**src/shared/dpie_pkg.sv**
```systemverilog
// Function
// - Indirect load reads the bus at the pointer; sizes up to 16 bits.
// - Indirect load data, or the pointer itself, is sent after guard time.
// - Indirect store writes received data at the pointer; sizes up to 16 bits.
// - Each instruction follows a sync; every successful indirect store returns an acknowledge.
// - Pointer-select 0x2 takes address-size bytes as new pointer, then acknowledges.
// - Select 0x0 keeps the pointer; 0x1 advances it by data bytes after writing.
// - Repeated store data may follow each acknowledge without sync or instruction.
// - Control space load: address in opcode, 16 bytes, always one byte.
// - Control space load byte is sent after the guard time.
// - Control space store writes one received byte, no response.
// - Repeat loads a one-byte count, at most 255; wider sizes unsupported.
// - The instruction after repeat runs count plus one times.
// - Only the first repeated instruction has sync and instruction frames.
// - Any instruction may repeat except repeat itself.
// - A repeat runs until exhausted; only a break aborts it.
// - Unlock accepts only 64-bit signatures, frame counted by size, no response.
// - Info-block flag makes unlock send the block after guard time, up to 128 bits.
// - Unlock size field sets frames received or transmitted.
// - A guard of configurable idle bits precedes transmit after receive.
// - Size fields are two bits: 00 one byte, 01 two bytes, rest reserved.
package dpie_pkg;
	localparam logic [2:0] INS_LDS = 3'h0;
	localparam logic [2:0] INS_LD = 3'h1;
	localparam logic [2:0] INS_STS = 3'h2;
	localparam logic [2:0] INS_ST = 3'h3;
	localparam logic [2:0] INS_CSR_SPACE_READ_INSTR = 3'h4;
	localparam logic [2:0] INS_RPT = 3'h5;
	localparam logic [2:0] INS_CSR_SPACE_WRITE_INSTR = 3'h6;
	localparam logic [2:0] INS_KEY = 3'h7;
	localparam logic [1:0] PSEL_KEEP = 2'h0;
	localparam logic [1:0] PSEL_INC = 2'h1;
	localparam logic [1:0] PSEL_ADDR = 2'h2;
	localparam logic [1:0] PSEL_RSVD = 2'h3;
	localparam logic [1:0] SIZE_BYTE = 2'h0;
	localparam logic [1:0] SIZE_WORD = 2'h1;
	localparam logic [1:0] KSZ_64 = 2'h0;
	localparam logic [1:0] KSZ_128 = 2'h1;
	localparam logic [4:0] KEY_FRAMES = 5'h08;
	localparam logic [4:0] INFO_FRAMES = 5'h10;
	localparam logic [7:0] ACK_BYTE = 8'h40;
	localparam logic [2:0] GVAL_RST = 3'h1;
	localparam logic [2:0] IDX_CTRL = 3'h0;
	localparam logic [2:0] IDX_STATUS = 3'h1;
	localparam logic [2:0] IDX_POINTER = 3'h2;
	localparam logic [2:0] IDX_KEY_LO = 3'h3;
	localparam logic [2:0] IDX_KEY_HI = 3'h4;
	localparam int CTRL_KEYCLR_BIT = 8;

	typedef enum logic [3:0] {
		ST_IDLE = 4'h0,
		ST_OPC = 4'h1,
		ST_DISP = 4'h2,
		ST_RXB = 4'h3,
		ST_BUS = 4'h4,
		ST_GUARD = 4'h5,
		ST_TX = 4'h6
	} dpie_state_t;

	typedef struct packed {
		dpie_state_t st;
		logic [7:0] op;
		logic [15:0] ptr;
		logic [7:0] rpt;
		logic rpt_pend;
		logic rpt_act;
		logic [4:0] cnt;
		logic [4:0] idx;
		logic [15:0] dbuf;
		logic txinfo;
		logic [63:0] key;
		logic key_ok;
		logic [15:0][7:0] csr;
		logic [2:0] gcnt;
		logic [2:0] gval;
		logic txv;
		logic [7:0] txd;
		logic breq;
		logic bwe;
		logic [15:0] baddr;
		logic [7:0] bwd;
		logic avwait;
		logic [31:0] avrd;
	} dpie_regs_t;

	localparam dpie_regs_t REGS_RST = '{st: ST_IDLE, gval: GVAL_RST, avwait: 1'b1, default: '0};
endpackage

```
**src/hw/dpie_core.sv**
```systemverilog
`timescale 1ns/10ps
module dpie_core #(
	parameter logic [127:0] INFO_BLOCK = 128'h0123_4567_89AB_CDEF_0123_4567_89AB_CDEF // Arbitrary
) (
	input logic i_clk_sys, // System clock, 10 MHz
	input logic i_rst_n, // Async reset, active low
	input logic [2:0] i_avs_address, // Avalon word index
	input logic i_avs_read, // Avalon read
	input logic i_avs_write, // Avalon write
	input logic [31:0] i_avs_writedata, // Avalon write data
	input logic [3:0] i_avs_byteenable, // Avalon byte enables
	output logic [31:0] o_avs_readdata, // Avalon read data
	output logic o_avs_waitrequest, // Avalon wait
	input logic i_rx_valid, // Received byte strobe
	input logic [7:0] i_rx_data, // Received byte
	input logic i_rx_sync, // Sync character seen
	input logic i_rx_break, // Break character seen
	input logic i_bit_tick, // One pulse per bit time
	output logic o_tx_valid, // Byte to send
	output logic [7:0] o_tx_data, // Send byte
	input logic i_tx_ready, // Transmitter took byte
	output logic o_bus_req, // System bus request
	output logic o_bus_we, // System bus write
	output logic [15:0] o_bus_addr, // System bus address
	output logic [7:0] o_bus_wdata, // System bus write data
	input logic i_bus_ack, // System bus done
	input logic [7:0] i_bus_rdata // System bus read data
);
	dpie_pkg::dpie_regs_t s_reg;
	dpie_pkg::dpie_regs_t s_next;
	logic [2:0] ins;
	logic [1:0] psel;
	logic [1:0] sz;
	logic [4:0] dsz;
	logic [4:0] kfr;
	logic [4:0] n_idx;
	logic last;
	logic fin;

	function automatic logic [4:0] sz_bytes(input logic [1:0] c);
		// Reserved codes give zero and the instruction is dropped
		return (c == dpie_pkg::SIZE_BYTE) ? 5'h01 : (c == dpie_pkg::SIZE_WORD) ? 5'h02 : 5'h00;
	endfunction

	function automatic logic [7:0] byte_sel(input logic info, input logic [15:0] d,
		input logic [4:0] k);
		return info ? INFO_BLOCK[{k[3:0], 3'h0} +: 8] : d[{k[0], 3'h0} +: 8];
	endfunction

	assign ins = s_reg.op[7:5];
	assign psel = s_reg.op[3:2];
	assign sz = s_reg.op[1:0];
	assign dsz = sz_bytes(sz);
	assign kfr = (sz == dpie_pkg::KSZ_64) ? dpie_pkg::KEY_FRAMES :
		(sz == dpie_pkg::KSZ_128) ? dpie_pkg::INFO_FRAMES : 5'h00;
	assign n_idx = s_reg.idx + 5'h01;
	assign last = (n_idx == s_reg.cnt);

	always_comb begin
		s_next = s_reg;
		fin = 1'b0;
		if (s_reg.st != dpie_pkg::ST_GUARD) begin
			s_next.gcnt = 3'h0;
		end
		// One wait cycle per access keeps the read mux off the bus path
		if (s_reg.avwait) begin
			if (i_avs_read || i_avs_write) begin
				s_next.avwait = 1'b0;
				unique case (i_avs_address)
					dpie_pkg::IDX_CTRL: s_next.avrd = {29'h0000_0000, s_reg.gval};
					dpie_pkg::IDX_STATUS: s_next.avrd = {14'h0000, s_reg.key_ok, s_reg.rpt_act,
						s_reg.rpt, 4'h0, s_reg.st};
					dpie_pkg::IDX_POINTER: s_next.avrd = {16'h0000, s_reg.ptr};
					dpie_pkg::IDX_KEY_LO: s_next.avrd = s_reg.key[31:0];
					dpie_pkg::IDX_KEY_HI: s_next.avrd = s_reg.key[63:32];
					default: s_next.avrd = 32'h0000_0000;
				endcase
			end
		end else begin
			s_next.avwait = 1'b1;
			if (i_avs_write && i_avs_address == dpie_pkg::IDX_CTRL) begin
				if (i_avs_byteenable[0]) begin
					s_next.gval = i_avs_writedata[2:0];
				end
				if (i_avs_byteenable[1] && i_avs_writedata[dpie_pkg::CTRL_KEYCLR_BIT]) begin
					s_next.key_ok = 1'b0;
				end
			end
		end
		unique case (s_reg.st)
			dpie_pkg::ST_IDLE: begin
				if (i_rx_sync) begin
					s_next.st = dpie_pkg::ST_OPC;
				end
			end
			dpie_pkg::ST_OPC: begin
				if (i_rx_valid) begin
					s_next.op = i_rx_data;
					s_next.st = dpie_pkg::ST_DISP;
				end
			end
			dpie_pkg::ST_DISP: begin
				s_next.idx = 5'h00;
				s_next.txinfo = 1'b0;
				s_next.dbuf = 16'h0000;
				if (ins != dpie_pkg::INS_RPT && s_reg.rpt_pend) begin
					s_next.rpt_act = 1'b1;
					s_next.rpt_pend = 1'b0;
				end
				unique case (ins)
					dpie_pkg::INS_LD: begin
						s_next.cnt = dsz;
						if (dsz == 5'h00 || psel == dpie_pkg::PSEL_RSVD) begin
							fin = 1'b1;
						end else if (psel == dpie_pkg::PSEL_ADDR) begin
							s_next.dbuf = s_reg.ptr;
							s_next.st = dpie_pkg::ST_GUARD;
						end else begin
							s_next.st = dpie_pkg::ST_BUS;
						end
					end
					dpie_pkg::INS_ST: begin
						s_next.cnt = dsz;
						if (dsz == 5'h00 || psel == dpie_pkg::PSEL_RSVD) begin
							fin = 1'b1;
						end else begin
							s_next.st = dpie_pkg::ST_RXB;
						end
					end
					dpie_pkg::INS_CSR_SPACE_READ_INSTR: begin
						s_next.dbuf = {8'h00, s_reg.csr[s_reg.op[3:0]]};
						s_next.cnt = 5'h01;
						s_next.st = dpie_pkg::ST_GUARD;
					end
					dpie_pkg::INS_CSR_SPACE_WRITE_INSTR: begin
						s_next.cnt = 5'h01;
						s_next.st = dpie_pkg::ST_RXB;
					end
					dpie_pkg::INS_RPT: begin
						s_next.rpt_act = 1'b0;
						if (sz == dpie_pkg::SIZE_BYTE) begin
							s_next.cnt = 5'h01;
							s_next.st = dpie_pkg::ST_RXB;
						end else begin
							fin = 1'b1;
						end
					end
					dpie_pkg::INS_KEY: begin
						s_next.cnt = kfr;
						if (kfr == 5'h00) begin
							fin = 1'b1;
						end else if (s_reg.op[2]) begin
							s_next.txinfo = 1'b1;
							s_next.st = dpie_pkg::ST_GUARD;
						end else if (kfr == dpie_pkg::KEY_FRAMES) begin
							s_next.st = dpie_pkg::ST_RXB;
						end else begin
							fin = 1'b1;
						end
					end
					default: fin = 1'b1;
				endcase
			end
			dpie_pkg::ST_RXB: begin
				// In a repeat the data frames arrive with no new sync
				if (i_rx_valid) begin
					if (ins == dpie_pkg::INS_KEY) begin
						s_next.key = {i_rx_data, s_reg.key[63:8]};
					end
					s_next.dbuf[{s_reg.idx[0], 3'h0} +: 8] = i_rx_data;
					s_next.idx = n_idx;
					if (last) begin
						s_next.idx = 5'h00;
						unique case (ins)
							dpie_pkg::INS_ST: begin
								if (psel == dpie_pkg::PSEL_ADDR) begin
									s_next.ptr = s_next.dbuf;
									s_next.dbuf = {8'h00, dpie_pkg::ACK_BYTE};
									s_next.cnt = 5'h01;
									s_next.st = dpie_pkg::ST_GUARD;
								end else begin
									s_next.st = dpie_pkg::ST_BUS;
								end
							end
							dpie_pkg::INS_CSR_SPACE_WRITE_INSTR: begin
								s_next.csr[s_reg.op[3:0]] = i_rx_data;
								fin = 1'b1;
							end
							dpie_pkg::INS_RPT: begin
								s_next.rpt = i_rx_data;
								s_next.rpt_pend = 1'b1;
								fin = 1'b1;
							end
							default: begin
								s_next.key_ok = 1'b1;
								fin = 1'b1;
							end
						endcase
					end
				end
			end
			dpie_pkg::ST_BUS: begin
				if (!s_reg.breq) begin
					s_next.breq = 1'b1;
					s_next.bwe = (ins == dpie_pkg::INS_ST);
					s_next.baddr = s_reg.ptr + {11'h000, s_reg.idx};
					s_next.bwd = s_reg.dbuf[{s_reg.idx[0], 3'h0} +: 8];
				end else if (i_bus_ack) begin
					s_next.breq = 1'b0;
					if (!s_reg.bwe) begin
						s_next.dbuf[{s_reg.idx[0], 3'h0} +: 8] = i_bus_rdata;
					end
					s_next.idx = n_idx;
					if (last) begin
						s_next.idx = 5'h00;
						if (psel == dpie_pkg::PSEL_INC) begin
							s_next.ptr = s_reg.ptr + {11'h000, s_reg.cnt};
						end
						if (s_reg.bwe) begin
							s_next.dbuf = {8'h00, dpie_pkg::ACK_BYTE};
							s_next.cnt = 5'h01;
						end
						s_next.st = dpie_pkg::ST_GUARD;
					end
				end
			end
			dpie_pkg::ST_GUARD: begin
				// Idle bits counted in bit ticks; setting 0 still gives one
				if (i_bit_tick) begin
					if (s_reg.gcnt == s_reg.gval) begin
						s_next.st = dpie_pkg::ST_TX;
						s_next.txv = 1'b1;
						s_next.txd = byte_sel(s_reg.txinfo, s_reg.dbuf, s_reg.idx);
					end else begin
						s_next.gcnt = s_reg.gcnt + 3'h1;
					end
				end
			end
			dpie_pkg::ST_TX: begin
				if (i_tx_ready) begin
					if (last) begin
						s_next.txv = 1'b0;
						fin = 1'b1;
					end else begin
						s_next.idx = n_idx;
						s_next.txd = byte_sel(s_reg.txinfo, s_reg.dbuf, n_idx);
					end
				end
			end
			default: s_next.st = dpie_pkg::ST_IDLE;
		endcase
		if (fin) begin
			if (s_next.rpt_act && s_reg.rpt != 8'h00) begin
				s_next.rpt = s_reg.rpt - 8'h01;
				s_next.st = dpie_pkg::ST_DISP;
			end else begin
				s_next.rpt_act = 1'b0;
				s_next.st = dpie_pkg::ST_IDLE;
			end
		end
		// Break is the only way out of a running repeat
		if (i_rx_break) begin
			s_next.st = dpie_pkg::ST_IDLE;
			s_next.rpt_act = 1'b0;
			s_next.rpt_pend = 1'b0;
			s_next.breq = 1'b0;
			s_next.txv = 1'b0;
		end
	end

	always_ff @(posedge i_clk_sys or negedge i_rst_n) begin
		if (!i_rst_n) begin
			s_reg <= dpie_pkg::REGS_RST;
		end else begin
			s_reg <= s_next;
		end
	end

	assign o_avs_readdata = s_reg.avrd;
	assign o_avs_waitrequest = s_reg.avwait;
	assign o_tx_valid = s_reg.txv;
	assign o_tx_data = s_reg.txd;
	assign o_bus_req = s_reg.breq;
	assign o_bus_we = s_reg.bwe;
	assign o_bus_addr = s_reg.baddr;
	assign o_bus_wdata = s_reg.bwd;
endmodule

```
**config.mk**
```make
export PLATFORM = sky130hd
export DESIGN_NAME = dpie_core
export DESIGN_NICKNAME = d
export VERILOG_FILES = /design/src/shared/dpie_pkg.sv /design/src/hw/dpie_core.sv
export SDC_FILE = /design/constraint.sdc
export NUM_CORES = 1
export LEC_CHECK = 0
export BUFFER_PORTS_ARGS = -buffer_cell sky130_fd_sc_hd__buf_4
export CORE_MARGIN = 2
export CORE_UTILIZATION = 50
export DETAILED_ROUTE_END_ITERATION = 8
export PLACE_DENSITY = 0.67
export SYNTH_ARGS = -nofsm -noshare
export SYNTH_HDL_FRONTEND = slang
export SYNTH_SLANG_ARGS = --single-unit
```
**constraint.sdc**
```tcl
create_clock -name i_clk_sys -period 2.5 [get_ports i_clk_sys]
set_clock_uncertainty 0.2 [all_clocks]
set_input_delay 0.75 -clock i_clk_sys [delete_from_list [all_inputs] [get_ports i_clk_sys]]
set_output_delay 0.75 -clock i_clk_sys [all_outputs]
set_load 0.05 [all_outputs]
```
Word level (Yosys, flattened, before mapping)
Cells that the tools add are included.
- logic and storage cells: 276
- input port bits: 65
- flip-flop bits (word level): 332
- output and inout bits: 68
- add/subtract/negate cells: 6
- eq/ne operators: 65
- bitwise logic cells: 2
- reductions and logical operators: 37
- $lt $le $gt $ge: 2
- shift operators: 7
- muxes and demuxes: 119
- operator list (operator ; number):
    129-bit 2-to-1 mux ; 3
    128-bit by 8-bit variable part select with 8-bit output (first input constant) ; 2
    16-bit 2-to-1 mux ; 12
    32-bit case mux with 5 select lines ; 1
    26-bit 2-to-1 mux ; 6
    128-bit bitwise mux ; 1
    128-bit 2-to-1 mux ; 1
    25-bit 2-to-1 mux ; 3
    4-bit 2-to-1 mux ; 17
    8-bit 2-to-1 mux ; 8
    16-bit case mux with 2 select lines ; 2
    16-bit case mux with 3 select lines ; 1
    5-bit 2-to-1 mux ; 8
    4-bit != test (second input constant) ; 10
    5-bit case mux with 4 select lines ; 2
    9-bit 2-to-1 mux ; 4
    33-bit 2-to-1 mux ; 1
    16-bit by 5-bit adder with 16-bit output ; 2
    8-bit binary-select mux with 4-bit select ; 1
    16-bit bitwise mux ; 2
    8-bit demux with 4-bit select ; 1
    16-bit by 5-bit variable part select with 8-bit output ; 2
    8-bit by 6-bit variable part select with 16-bit output ; 2
    3-bit != test (second input constant) ; 10
    57 further kinds ; 136

Depth between registers and ports, before layout
Gate-level depths: netlist of the first run.
- word-level depth: 11
- gate-level depth with buffers: 9

Worst setup path before layout of the first run
Ideal clock, no wire load.
- path type: reg-to-reg
- start point: reg s_reg[320] (netlist bit)
- end point: reg s_reg[275] (netlist bit)
- cell stages (with the launch flop): 8
- path buffers: 2
- arrival: 2.313 ns
- clock period less this slack: 2.644 ns
- path slack: -0.144 ns
- library setup time: 0.131 ns
- cells stage by stage: dfrtp_1 -> buf_2 -> buf_2 -> mux4_2 -> mux4_2 -> a221o_1 -> o21ai_0 -> a21oi_1
- word-level cells in the longest chain between the ends: 8
- elaborated cells on any way between the ends: 11
- RTL lines (element ; line ; source):
    start, declared ; dpie_core.sv:29 ; dpie_pkg::dpie_regs_t s_reg;
    start signal, assigned ; dpie_core.sv:273 ; s_reg <= dpie_pkg::REGS_RST;
    start signal, assigned ; dpie_core.sv:275 ; s_reg <= s_next;
    2-bit by 1-bit equality test with 1-bit output ; dpie_core.sv:42 ; return (c == dpie_pkg::SIZE_BYTE) ? 5'h01 : (c == dpie_pkg::SIZE_WORD) ? 5'h02 : 5'h00;
    2-bit 2-to-1 mux (2 in series) ; dpie_core.sv:42 ;
    5-bit logical NOT ; dpie_core.sv:113 ; if (dsz == 5'h00 || psel == dpie_pkg::PSEL_RSVD) begin
    1-bit logical OR ; dpie_core.sv:113 ;
    16-bit 2-to-1 mux ; dpie_core.sv:113 ;
    16-bit case mux with 2 select lines (*) ; dpie_core.sv:110 ; unique case (ins)
    16-bit case mux with 3 select lines (*) ; dpie_core.sv:90 ; unique case (s_reg.st)
Every way passes the cells marked *; elsewhere a longest branch is shown, timed or not. The select of a mux whose other input is x is not followed.
A chain may end at the register's enable or synchronous reset.

Worst setup path after layout of the first run
- start point: reg s_reg[284] (netlist bit)
- end point: reg s_reg[126] (netlist bit)
- word-level cells in the longest chain between the ends: 3
- RTL lines (element ; line ; source):
    5-bit by 1-bit adder with 5-bit output ; dpie_core.sv:56 ; assign n_idx = s_reg.idx + 5'h01;
    5-bit equality test ; dpie_core.sv:57 ; assign last = (n_idx == s_reg.cnt);
    4-bit AND reduction (no line) ; - ;
No other way between the ends.

==> results.yml, run 1 <==
min_path:
  hp-start: "i_avs_writedata[0]"
  min_path_type: "in2reg"
  whs_path_depth: 2
  whs_endpoint: "s_reg[68]"
logic_synthesis:
  ys_top_cells_by_count: "dfrtp_1 (327), mux2_2 (201), o21ai_0 (107)"
  synth-seq-cells: 329
  synth_cell_types: 76
  syn_inst: 1484
  syn_avg_cell_area_sq_um: 11.6
  syn_nets: 1564
  ys.flop_type: "dfrtp_1"
  netlist_area_sq_um: 17300
  async_reset_ff_frac: 1.00
  synth_top_area_cell: "dfrtp_1"
  synth_most_common_cell: "dfrtp_1"
  synth_edf_count: 0
  synthTopCellsByArea: "dfrtp_1 (47%), mux2_2 (13%), mux4_2 (5.2%), o21ai_0 (3.1%), buf_4 (2.8%)"
  yosysSeqAreaShare: 0.477
  synth_top_cell_area_share: 0.474
  yosysWarnings: 0
critical_path:
  endpoint_kind: "flip-flop"
  r2r_start: "s_reg[284]"
  rrSetupSlack_ns: -0.09
  worst_r2r_path_depth: 9
  worstPathCellList: "buf_6, nand3_2, xor2_2, nor4_4, buf_12, nand3_4, or3_1, buf_6, mux2_4"
  critical_path.slowest_cell: "dfrtp_2"
  path_buf_inv: 3
  reg2reg_to: "s_reg[126]"
  critPathKind: "reg2reg"
  crit_arrival_ns: 2.79
  cpPeakStageDelay_ns: 0.40
  cp_max_fo: 8
  cp.required_ns: 2.69
  critical-path-top-delay-family: "simple AND/OR/NAND/NOR gates"
  startpoint_type: "flip-flop"
  crit_start: "s_reg[284]"
  cpMostUsedCell: "buf_6"
timing:
  fin_crit_ns: 2.59
  slew_viol_final: 0
  tightest_slew_ns: 0.931
  rsz0062_at_grt: "yes"
  slew_headroom: 0.373
  fmax_mhz: 385
  setup_ws_ns: -0.0948
  setup_viol: 85
  holdWs_ns: 0.266
  finalCritPeriodShare: 1.04
  finalHoldViolCount: 0
global_routing:
  antenna_found_initial: 0
  overflow: 0
  grt_max_degree: 57
  track_usage: 0.265
  grt_pass1_vias: 12700
  grt_pass1_wl_mm: 73.8
power_and_ir_drop:
  clockPowerShare: 0.281
  pwr-share-seq: 0.341
  p_sw_w: 0.00691
  p_leak_nw: 9.81
  switching_share: 0.362
  p_total_w: 0.0191
  combPwrFrac: 0.378
  intPower_w: 0.0122
  ir_worst_vdd_uv: 624
  power.density_nw_per_um2: 889
clock_network:
  clock-sinks: 329
  clk_latency_ns: 0.54
  cts_tree: "yes"
  cts.reportedPaths.clkPinSlew_ns: 0.06
  htree_levels: 2
  cts-root-buf: "clkbuf_16"
  cts_buffer_depth: 3
  cts_made_buffers: 38
route:
  drtPass1Iterations: 5
  drtAntennaViolNets: 0
  routed_wl_mm: 48.0
  drt_iter0_markers: 1078
  drc_errors: 0
  vias_per_cell: 6.01
  wire_per_inst_um: 22.3
  via_count: 12900
finish:
  layout-drive-gt1-share: 0.422
  largest_reg_flops: 256
  areaGrowthSynthToFinish_pct: 24.4
  diodes: 0
  nNetsFinal: 1745
  layoutNonFillerInstCount: 2149
floorplan:
  core_sq_um: 34300
  die-area_sq_um: 36000
  initial_utilization: 0.503
  fp-row-count: 68
  die_y_um: 190
  ios: 133
  dieWidth_um: 190
flow_run:
  cap_violations: 0
placed_design:
  routabilityCongestion: 0.909
  dp.final_hpwl_mm: 33.6
  pre_cts_ws_ns: -0.331
  place_inst: 2048
  portBuffers: 102
status:
  status: "finished with violations"
  violations: "negative setup slack"
## cell families (layout without fill, tap and decap cells)
family | Yosys count | count (layout) | synth area share
XOR/XNOR | 25 | 25 | 0.0127
AO/OA/AOI/OAI | 341 | 341 | 0.132
buffers and inverters | 192 | 402 | 0.0581
multiplexers | 296 | 296 | 0.220
flip-flops | 329 | 329 | 0.477
adder cells (fa/ha/maj) | 15 | 15 | 0.0117
AND/OR/NAND/NOR | 286 | 286 | 0.0886
## worst max path at each step
stage	end	slack [ns]	cells after the start
floorplan	s_reg[122]	-0.12	7
global placement	s_reg[154]	-0.31	8
detailed placement	s_reg[160]	-0.33	8
CTS	s_reg[126]	-0.11	9
global route	s_reg[126]	-0.16	9
finish	s_reg[126]	-0.09	9
## power groups by stage
stage | combinational (W) | clock (W) | sequential, W
finish | 0.00721 | 0.00537 | 0.00650
global route | 0.00770 | 0.00570 | 0.00656
CTS | 0.00684 | 0.00545 | 0.00646
detailed placement | 0.00631 | 0 | 0.00655
global placement | 0.00622 | 0 | 0.00652
floorplan | 0.00421 | 0 | 0.00631
## placed cells by master (no fill, tap or decap), drive strengths merged, types with 39 or more instances in the layout
cell type	count
mux2	217
buf	304
a21oi	48
clkbuf	61
mux2i	39
nor2	39
dfrtp	327
mux4	40
a22oi	40
nand2	103
o21ai	110
## layer usage
metal / track usage / part of all wire
met1: 0.372 / 0.44
met2: 0.425 / 0.47
met3: 0.0435 / 0.057
met4: 0.0796 / 0.033
met5: 0 / 0
## area by class of cell
cell class,count,area [sq um]
Fill cell,2597,12800
Multi-Input combinational cell,963,8540
Sequential cell,329,8240
Timing Repair Buffer,307,2820
Clock buffer,59,1100
Tap cell,455,569
Clock inverter,10,104
Inverter,26,97.6
## per-stage QoR
step / utilization / instance area (sq um) / TNS (ns)
2_1_floorplan: - / 17300 / -7.22
3_3_place_gp: 0.564 / 19400 / -34.94
3_5_place_dp: 0.564 / 19400 / -39.98
4_1_cts: 0.613 / 21000 / -4.40
5_1_grt: 0.626 / 21500 / -13.62
6_report: 0.626 / 21500 / -2.95
## what timing repair did
action | 4_1_cts | 5_1_grt
hold buffers | 1 | 0
setup buffers | 14 | 11
hold endpoints to repair | 38 | 0
pin swaps | 15 | 29
resized for setup | 52 | 103
setup endpoints to repair | 164 | 192
cloned | 3 | 4
Power figures use the tool's default switching activity.
==> inputs of run 2 (changes only) <==
--- a/config.mk
+++ b/config.mk
@@ -10,4 +10,6 @@
 export CORE_UTILIZATION = 50
+export CTS_CLUSTER_SIZE = 14
 export DETAILED_ROUTE_END_ITERATION = 8
 export PLACE_DENSITY = 0.67
+export RECOVER_POWER = 50
 export SYNTH_ARGS = -nofsm -noshare
==> constraint.sdc (replaced) <==
create_clock -name i_clk_sys -period 2.5 [get_ports i_clk_sys]
set_clock_uncertainty 0.2 [all_clocks]
set_input_delay 0.125 -clock i_clk_sys [delete_from_list [all_inputs] [get_ports i_clk_sys]]
set_output_delay 0.125 -clock i_clk_sys [all_outputs]
set_load 0.05 [all_outputs]
==> results.yml, run 2 (synthesis gave the netlist of run 1 again) <==
status:
  status: "finished with violations"
  violations: "max-capacitance violations, max-slew violations, negative setup slack"
placed_design:
  dp.final_hpwl_mm: 33.5
  place_inst: 2038
  portBuffers: 102
  pre_cts_ws_ns: -0.194
  routabilityCongestion: 0.896
timing:
  holdWs_ns: 0.0217
  fin_crit_ns: 2.63
  slew_headroom: -0.00425
  slew_viol_final: 33
  fmax_mhz: 381
  setup_viol: 151
  setup_ws_ns: -0.127
  rsz0062_at_grt: "yes"
  finalHoldViolCount: 0
  tightest_slew_ns: 1.51
  finalCritPeriodShare: 1.05
route:
  top_layer_used: "met4"
  met3_length_mm: 2.85
  via_count: 12900
  drtAntennaViolNets: 0
  routed_wl_mm: 48.4
  drc_errors: 0
  wl_met1_mm: 21.1
  drtPass1Iterations: 5
  wire_per_inst_um: 22.5
  wl_met2_mm: 22.7
  drt_iter0_markers: 998
  vias_per_cell: 6.00
power_and_ir_drop:
  intPower_w: 0.0122
  ir_worst_vdd_uv: 677
  p_leak_nw: 9.82
  power.density_nw_per_um2: 888
  p_sw_w: 0.00683
  switching_share: 0.359
  clockPowerShare: 0.294
  combPwrFrac: 0.361
  pwr-share-seq: 0.345
  p_total_w: 0.0191
floorplan:
  dieWidth_um: 190
  fp-row-count: 68
  ios: 133
  die-area_sq_um: 36000
  initial_utilization: 0.503
  core_sq_um: 34300
  die_y_um: 190
critical_path:
  rrSetupSlack_ns: -0.13
  path_buf_inv: 1
  crit_arrival_ns: 2.83
  endpoint_kind: "flip-flop"
  critPathKind: "reg2reg"
  reg2reg_to: "s_reg[275]"
  cp_max_fo: 8
  worstPathCellList: "clkbuf_16, mux4_2, mux4_2, a221o_1, o21ai_1, a21oi_1"
  r2r_start: "s_reg[320]"
  critical_path.slowest_cell: "dfrtp_4"
  cpMostUsedCell: "mux4_2"
  cp.required_ns: 2.71
  startpoint_type: "flip-flop"
  cpPeakStageDelay_ns: 0.56
  worst_r2r_path_depth: 6
  critical-path-top-delay-family: "multiplexers"
finish:
  n_fill_cell: 2644
  layoutNonFillerInstCount: 2156
  layout_common_cells: "dfrtp_1 (322), buf_4 (227), mux2_2 (177)"
  diodes: 0
  layout-drive-gt1-share: 0.397
  areaGrowthSynthToFinish_pct: 24.4
  largest_reg_flops: 256
  final_util: 0.626
  nNetsFinal: 1752
  mostFrequentLayoutCell: "dfrtp_1"
clock_network:
  cts_tree: "yes"
  clk_latency_ns: 0.54
  cts_buffer_depth: 3
  cts-root-buf: "clkbuf_16"
  cts_made_buffers: 38
  cts.reportedPaths.clkPinSlew_ns: 0.06
  clock-sinks: 329
  htree_levels: 2
global_routing:
  grt_max_degree: 50
  grt_pass1_vias: 12900
  overflow: 0
  grt_pass1_wl_mm: 74.6
  antenna_found_initial: 0
  track_usage: 0.268
min_path:
  whs_endpoint: "o_avs_readdata[23]"
  hp-start: "i_avs_write"
  whs_path_depth: 4
  min_path_type: "in2reg"
flow_run:
  cap_violations: 1
run 2: cell types whose count changed in the layout (fill, tap and decap cells not counted), sizes merged:
cell	change
bufbuf	+1
clkinv	+4
inv	-2
bufinv	+1
dlygate4sd3	+34
buf	-39
dlymetal6s4s	+1
clkbuf	+7
run 2: per-layer routing:
layer  vias up  GRT usage
met5         -          0
met1      6531      0.375
li1       5829          -
met3       111     0.0445
met2       461      0.422
met4         0      0.102
run 2: metrics by stage:
stage          cell area (sq um)  TNS (ns)
4_1_cts                    21200     -7.14
3_5_place_dp               19300    -17.78
2_1_floorplan              17300    -0.334
3_3_place_gp               19300    -20.24
6_report                   21500    -10.67
5_1_grt                    21500    -23.61
run 2: how the worst max path moves through the flow:
stage          cells past startpoint          to  slack (ns)       start
2_1_floorplan                      9  s_reg[122]       -0.02  s_reg[284]
4_1_cts                            9  s_reg[126]       -0.12  s_reg[284]
5_1_grt                            9  s_reg[110]       -0.23  s_reg[284]
6_report                           6  s_reg[275]       -0.13  s_reg[320]
3_5_place_dp                       9  s_reg[126]       -0.19  s_reg[284]
3_3_place_gp                       9  s_reg[126]       -0.23  s_reg[284]
run 2: final cells by class:
cell class	instances	area (sq um)	area share
inverter	26	97.6	0.00455
sequential	329	8240	0.384
clock buffer	56	1140	0.0532
clock inverter	13	125	0.00583
timing repair buffer	314	2820	0.131
multi-input combinational	963	8470	0.395
tap	455	569	0.0265
run 2: power groups by stage:
stage               clock network (W)  logic, W  registers (W)
finish                        0.00560   0.00688        0.00657
global route                  0.00592   0.00735        0.00665
CTS                           0.00567   0.00647        0.00651
detailed placement                  0   0.00627        0.00659
global placement                    0   0.00620        0.00657
floorplan                           0   0.00424        0.00631
run 2: repair_timing:
item                                    4_1_cts  5_1_grt
resized for setup                            38       85
pin swaps                                     1       25
buffers inserted                              2        8
endpoints found under the setup margin      164      183
hold endpoints to repair                    494        0
cloned                                        2        4
hold buffers                                 36        0
run 2: tightest hold or removal path: stages:
cell and delay (ns):
buf_4 0.10, o21ai_4 0.26, nand2_1 0.15, o21ai_0 0.07
==> inputs of run 3 (changes only) <==
Settings changed: CORE_UTILIZATION 50 to 30, CTS_BUF_LIST set to sky130_fd_sc_hd__clkbuf_8, PLACE_DENSITY 0.67 to 0.43.
==> results.yml, run 3 (synthesis gave the netlist of run 1 again) <==
critical_path:
  worst_r2r_path_depth: 8
  r2r_start: "s_reg[284]"
  cp_max_fo: 8
  startpoint_type: "flip-flop"
  critPathKind: "reg2reg"
  cp.required_ns: 2.84
  reg2reg_to: "s_reg[156]"
  crit_arrival_ns: 2.93
  rrSetupSlack_ns: -0.09
  endpoint_kind: "flip-flop"
  crit_path_end: "s_reg[156]"
  crit_start: "s_reg[284]"
clock_network:
  cts_made_buffers: 60
  cts_tree: "yes"
  cts-root-buf: "clkbuf_8"
  clk_latency_ns: 0.68
  clock-sinks: 329
  cts.reportedPaths.clkPinSlew_ns: 0.06
  cts_buffer_depth: 3
  htree_levels: 2
finish:
  ff_latch_area_sq_um: 8240
  layout-drive-gt1-share: 0.420
  areaGrowthSynthToFinish_pct: 28.0
  final_util: 0.390
  layout_common_cells: "dfrtp_1 (322), buf_4 (265), mux2_2 (161)"
  multi_input_area_sq_um: 8610
  n_fill_cell: 5550
  nNetsFinal: 1805
  largest_reg_flops: 256
  mostFrequentLayoutCell: "dfrtp_1"
power_and_ir_drop:
  switching_share: 0.377
  ir_worst_vdd_uv: 459
  power.density_nw_per_um2: 854
  p_leak_nw: 10.0
  combPwrFrac: 0.380
  intPower_w: 0.0118
  pwr-share-seq: 0.345
  p_total_w: 0.0189
  p_sw_w: 0.00711
  clockPowerShare: 0.275
timing:
  slew_viol_final: 0
  setup_ws_ns: -0.0926
  finalCritPeriodShare: 1.04
  fmax_mhz: 386
  holdWs_ns: 0.127
  tightest_slew_ns: 1.17
  finalHoldViolCount: 0
  fin_crit_ns: 2.59
  slew_headroom: 0.222
  rsz0062_at_grt: "yes"
  setup_viol: 122
global_routing:
  grt_pass1_wl_mm: 85.1
  track_usage: 0.188
  antenna_found_initial: 2
  grt_max_degree: 65
  grt_pass1_vias: 13200
  overflow: 0
route:
  vias_per_cell: 5.13
  drc_errors: 0
  wire_per_inst_um: 22.2
  drtPass1Iterations: 5
  drtAntennaViolNets: 0
  drt_iter0_markers: 890
  via_count: 13000
  routed_wl_mm: 56.1
status:
  status: "finished with violations"
  violations: "negative setup slack"
floorplan:
  die-area_sq_um: 59500
  core_sq_um: 56600
  die_y_um: 244
  fp-row-count: 87
  initial_utilization: 0.305
  dieWidth_um: 244
  ios: 133
min_path:
  min_path_type: "in2reg"
placed_design:
  portBuffers: 102
  routabilityCongestion: 0.880
  dp.final_hpwl_mm: 39.5
flow_run:
  cap_violations: 0
run 3: changes by cell type in the layout (fill, tap and decap cells not counted), sizes merged:
cell,change
buf,+29
bufbuf,-1
bufinv,-2
clkbuf,+21
clkinv,-4
clkinvlp,-1
diode,+1
dlygate4sd3,+6
dlymetal6s4s,-1
inv,+22
run 3: worst min path at each step:
stage	to	slack, ns	cells after the start	start
floorplan	ins[0]	-0.37	0	i_rst_n
global placement	s_reg[319]	-0.09	1	i_rst_n
detailed placement	s_reg[313]	-0.09	1	i_rst_n
CTS	s_reg[72]	0.08	4	i_bit_tick
global route	s_reg[72]	0.15	4	i_bit_tick
finish	s_reg[72]	0.13	4	i_bit_tick
run 3: layout make-up:
cell class | instances | share of cell area
multi-input combinational | 963 | 0.390
sequential | 329 | 0.373
timing repair buffer | 345 | 0.135
clock buffer | 79 | 0.0492
tap | 756 | 0.0428
clock inverter | 28 | 0.00572
inverter | 26 | 0.00442
antenna | 1 | 0.000113
run 3: through the flow:
stage	cell area (sq um)	cells	TNS [ns]	worst slack, ns
2_1_floorplan	17300	1484	-0.334	-0.0209
3_3_place_gp	19800	2364	-12.34	-0.273
3_5_place_dp	19800	2364	-9.18	-0.243
4_1_cts	21700	2519	-4.92	-0.0902
5_1_grt	22100	2527	-19.54	-0.187
6_report	22100	2527	-5.62	-0.0926
run 3: power groups by stage:
stage | registers, W | clock network, W | logic [W]
after floorplan | 0.00631 | 0 | 0.00424
after global routing | 0.00659 | 0.00562 | 0.00770
after CTS | 0.00651 | 0.00537 | 0.00680
after global placement | 0.00658 | 0 | 0.00659
after detailed placement | 0.00660 | 0 | 0.00659
final | 0.00652 | 0.00519 | 0.00717
run 3: per-layer routing:
layer | vias to the layer above | track usage | share of wire
met3 | 85 | 0.0305 | 0.043
met2 | 301 | 0.298 | 0.46
met5 | - | 0 | 0
met4 | 0 | 0.0504 | 0.025
met1 | 6642 | 0.266 | 0.47
li1 | 5938 | - | -
run 3: critical path, stage by stage (launching register included):
cell	delay [ns]
dfrtp_2	0.44
ha_4	0.26
xnor2_2	0.15
nand3_2	0.12
nor4_2	0.16
buf_4	0.23
nand3_4	0.10
or3_4	0.45
mux2_4	0.33
run 3: timing repair:
item                                    in CTS  in global routing
hold buffers                                42                  0
pin swaps                                    8                 20
hold endpoints to repair                   567                  0
endpoints found under the setup margin     169                189
setup buffers                                6                  6
resized for setup                           45                 99
cloned                                       0                  4
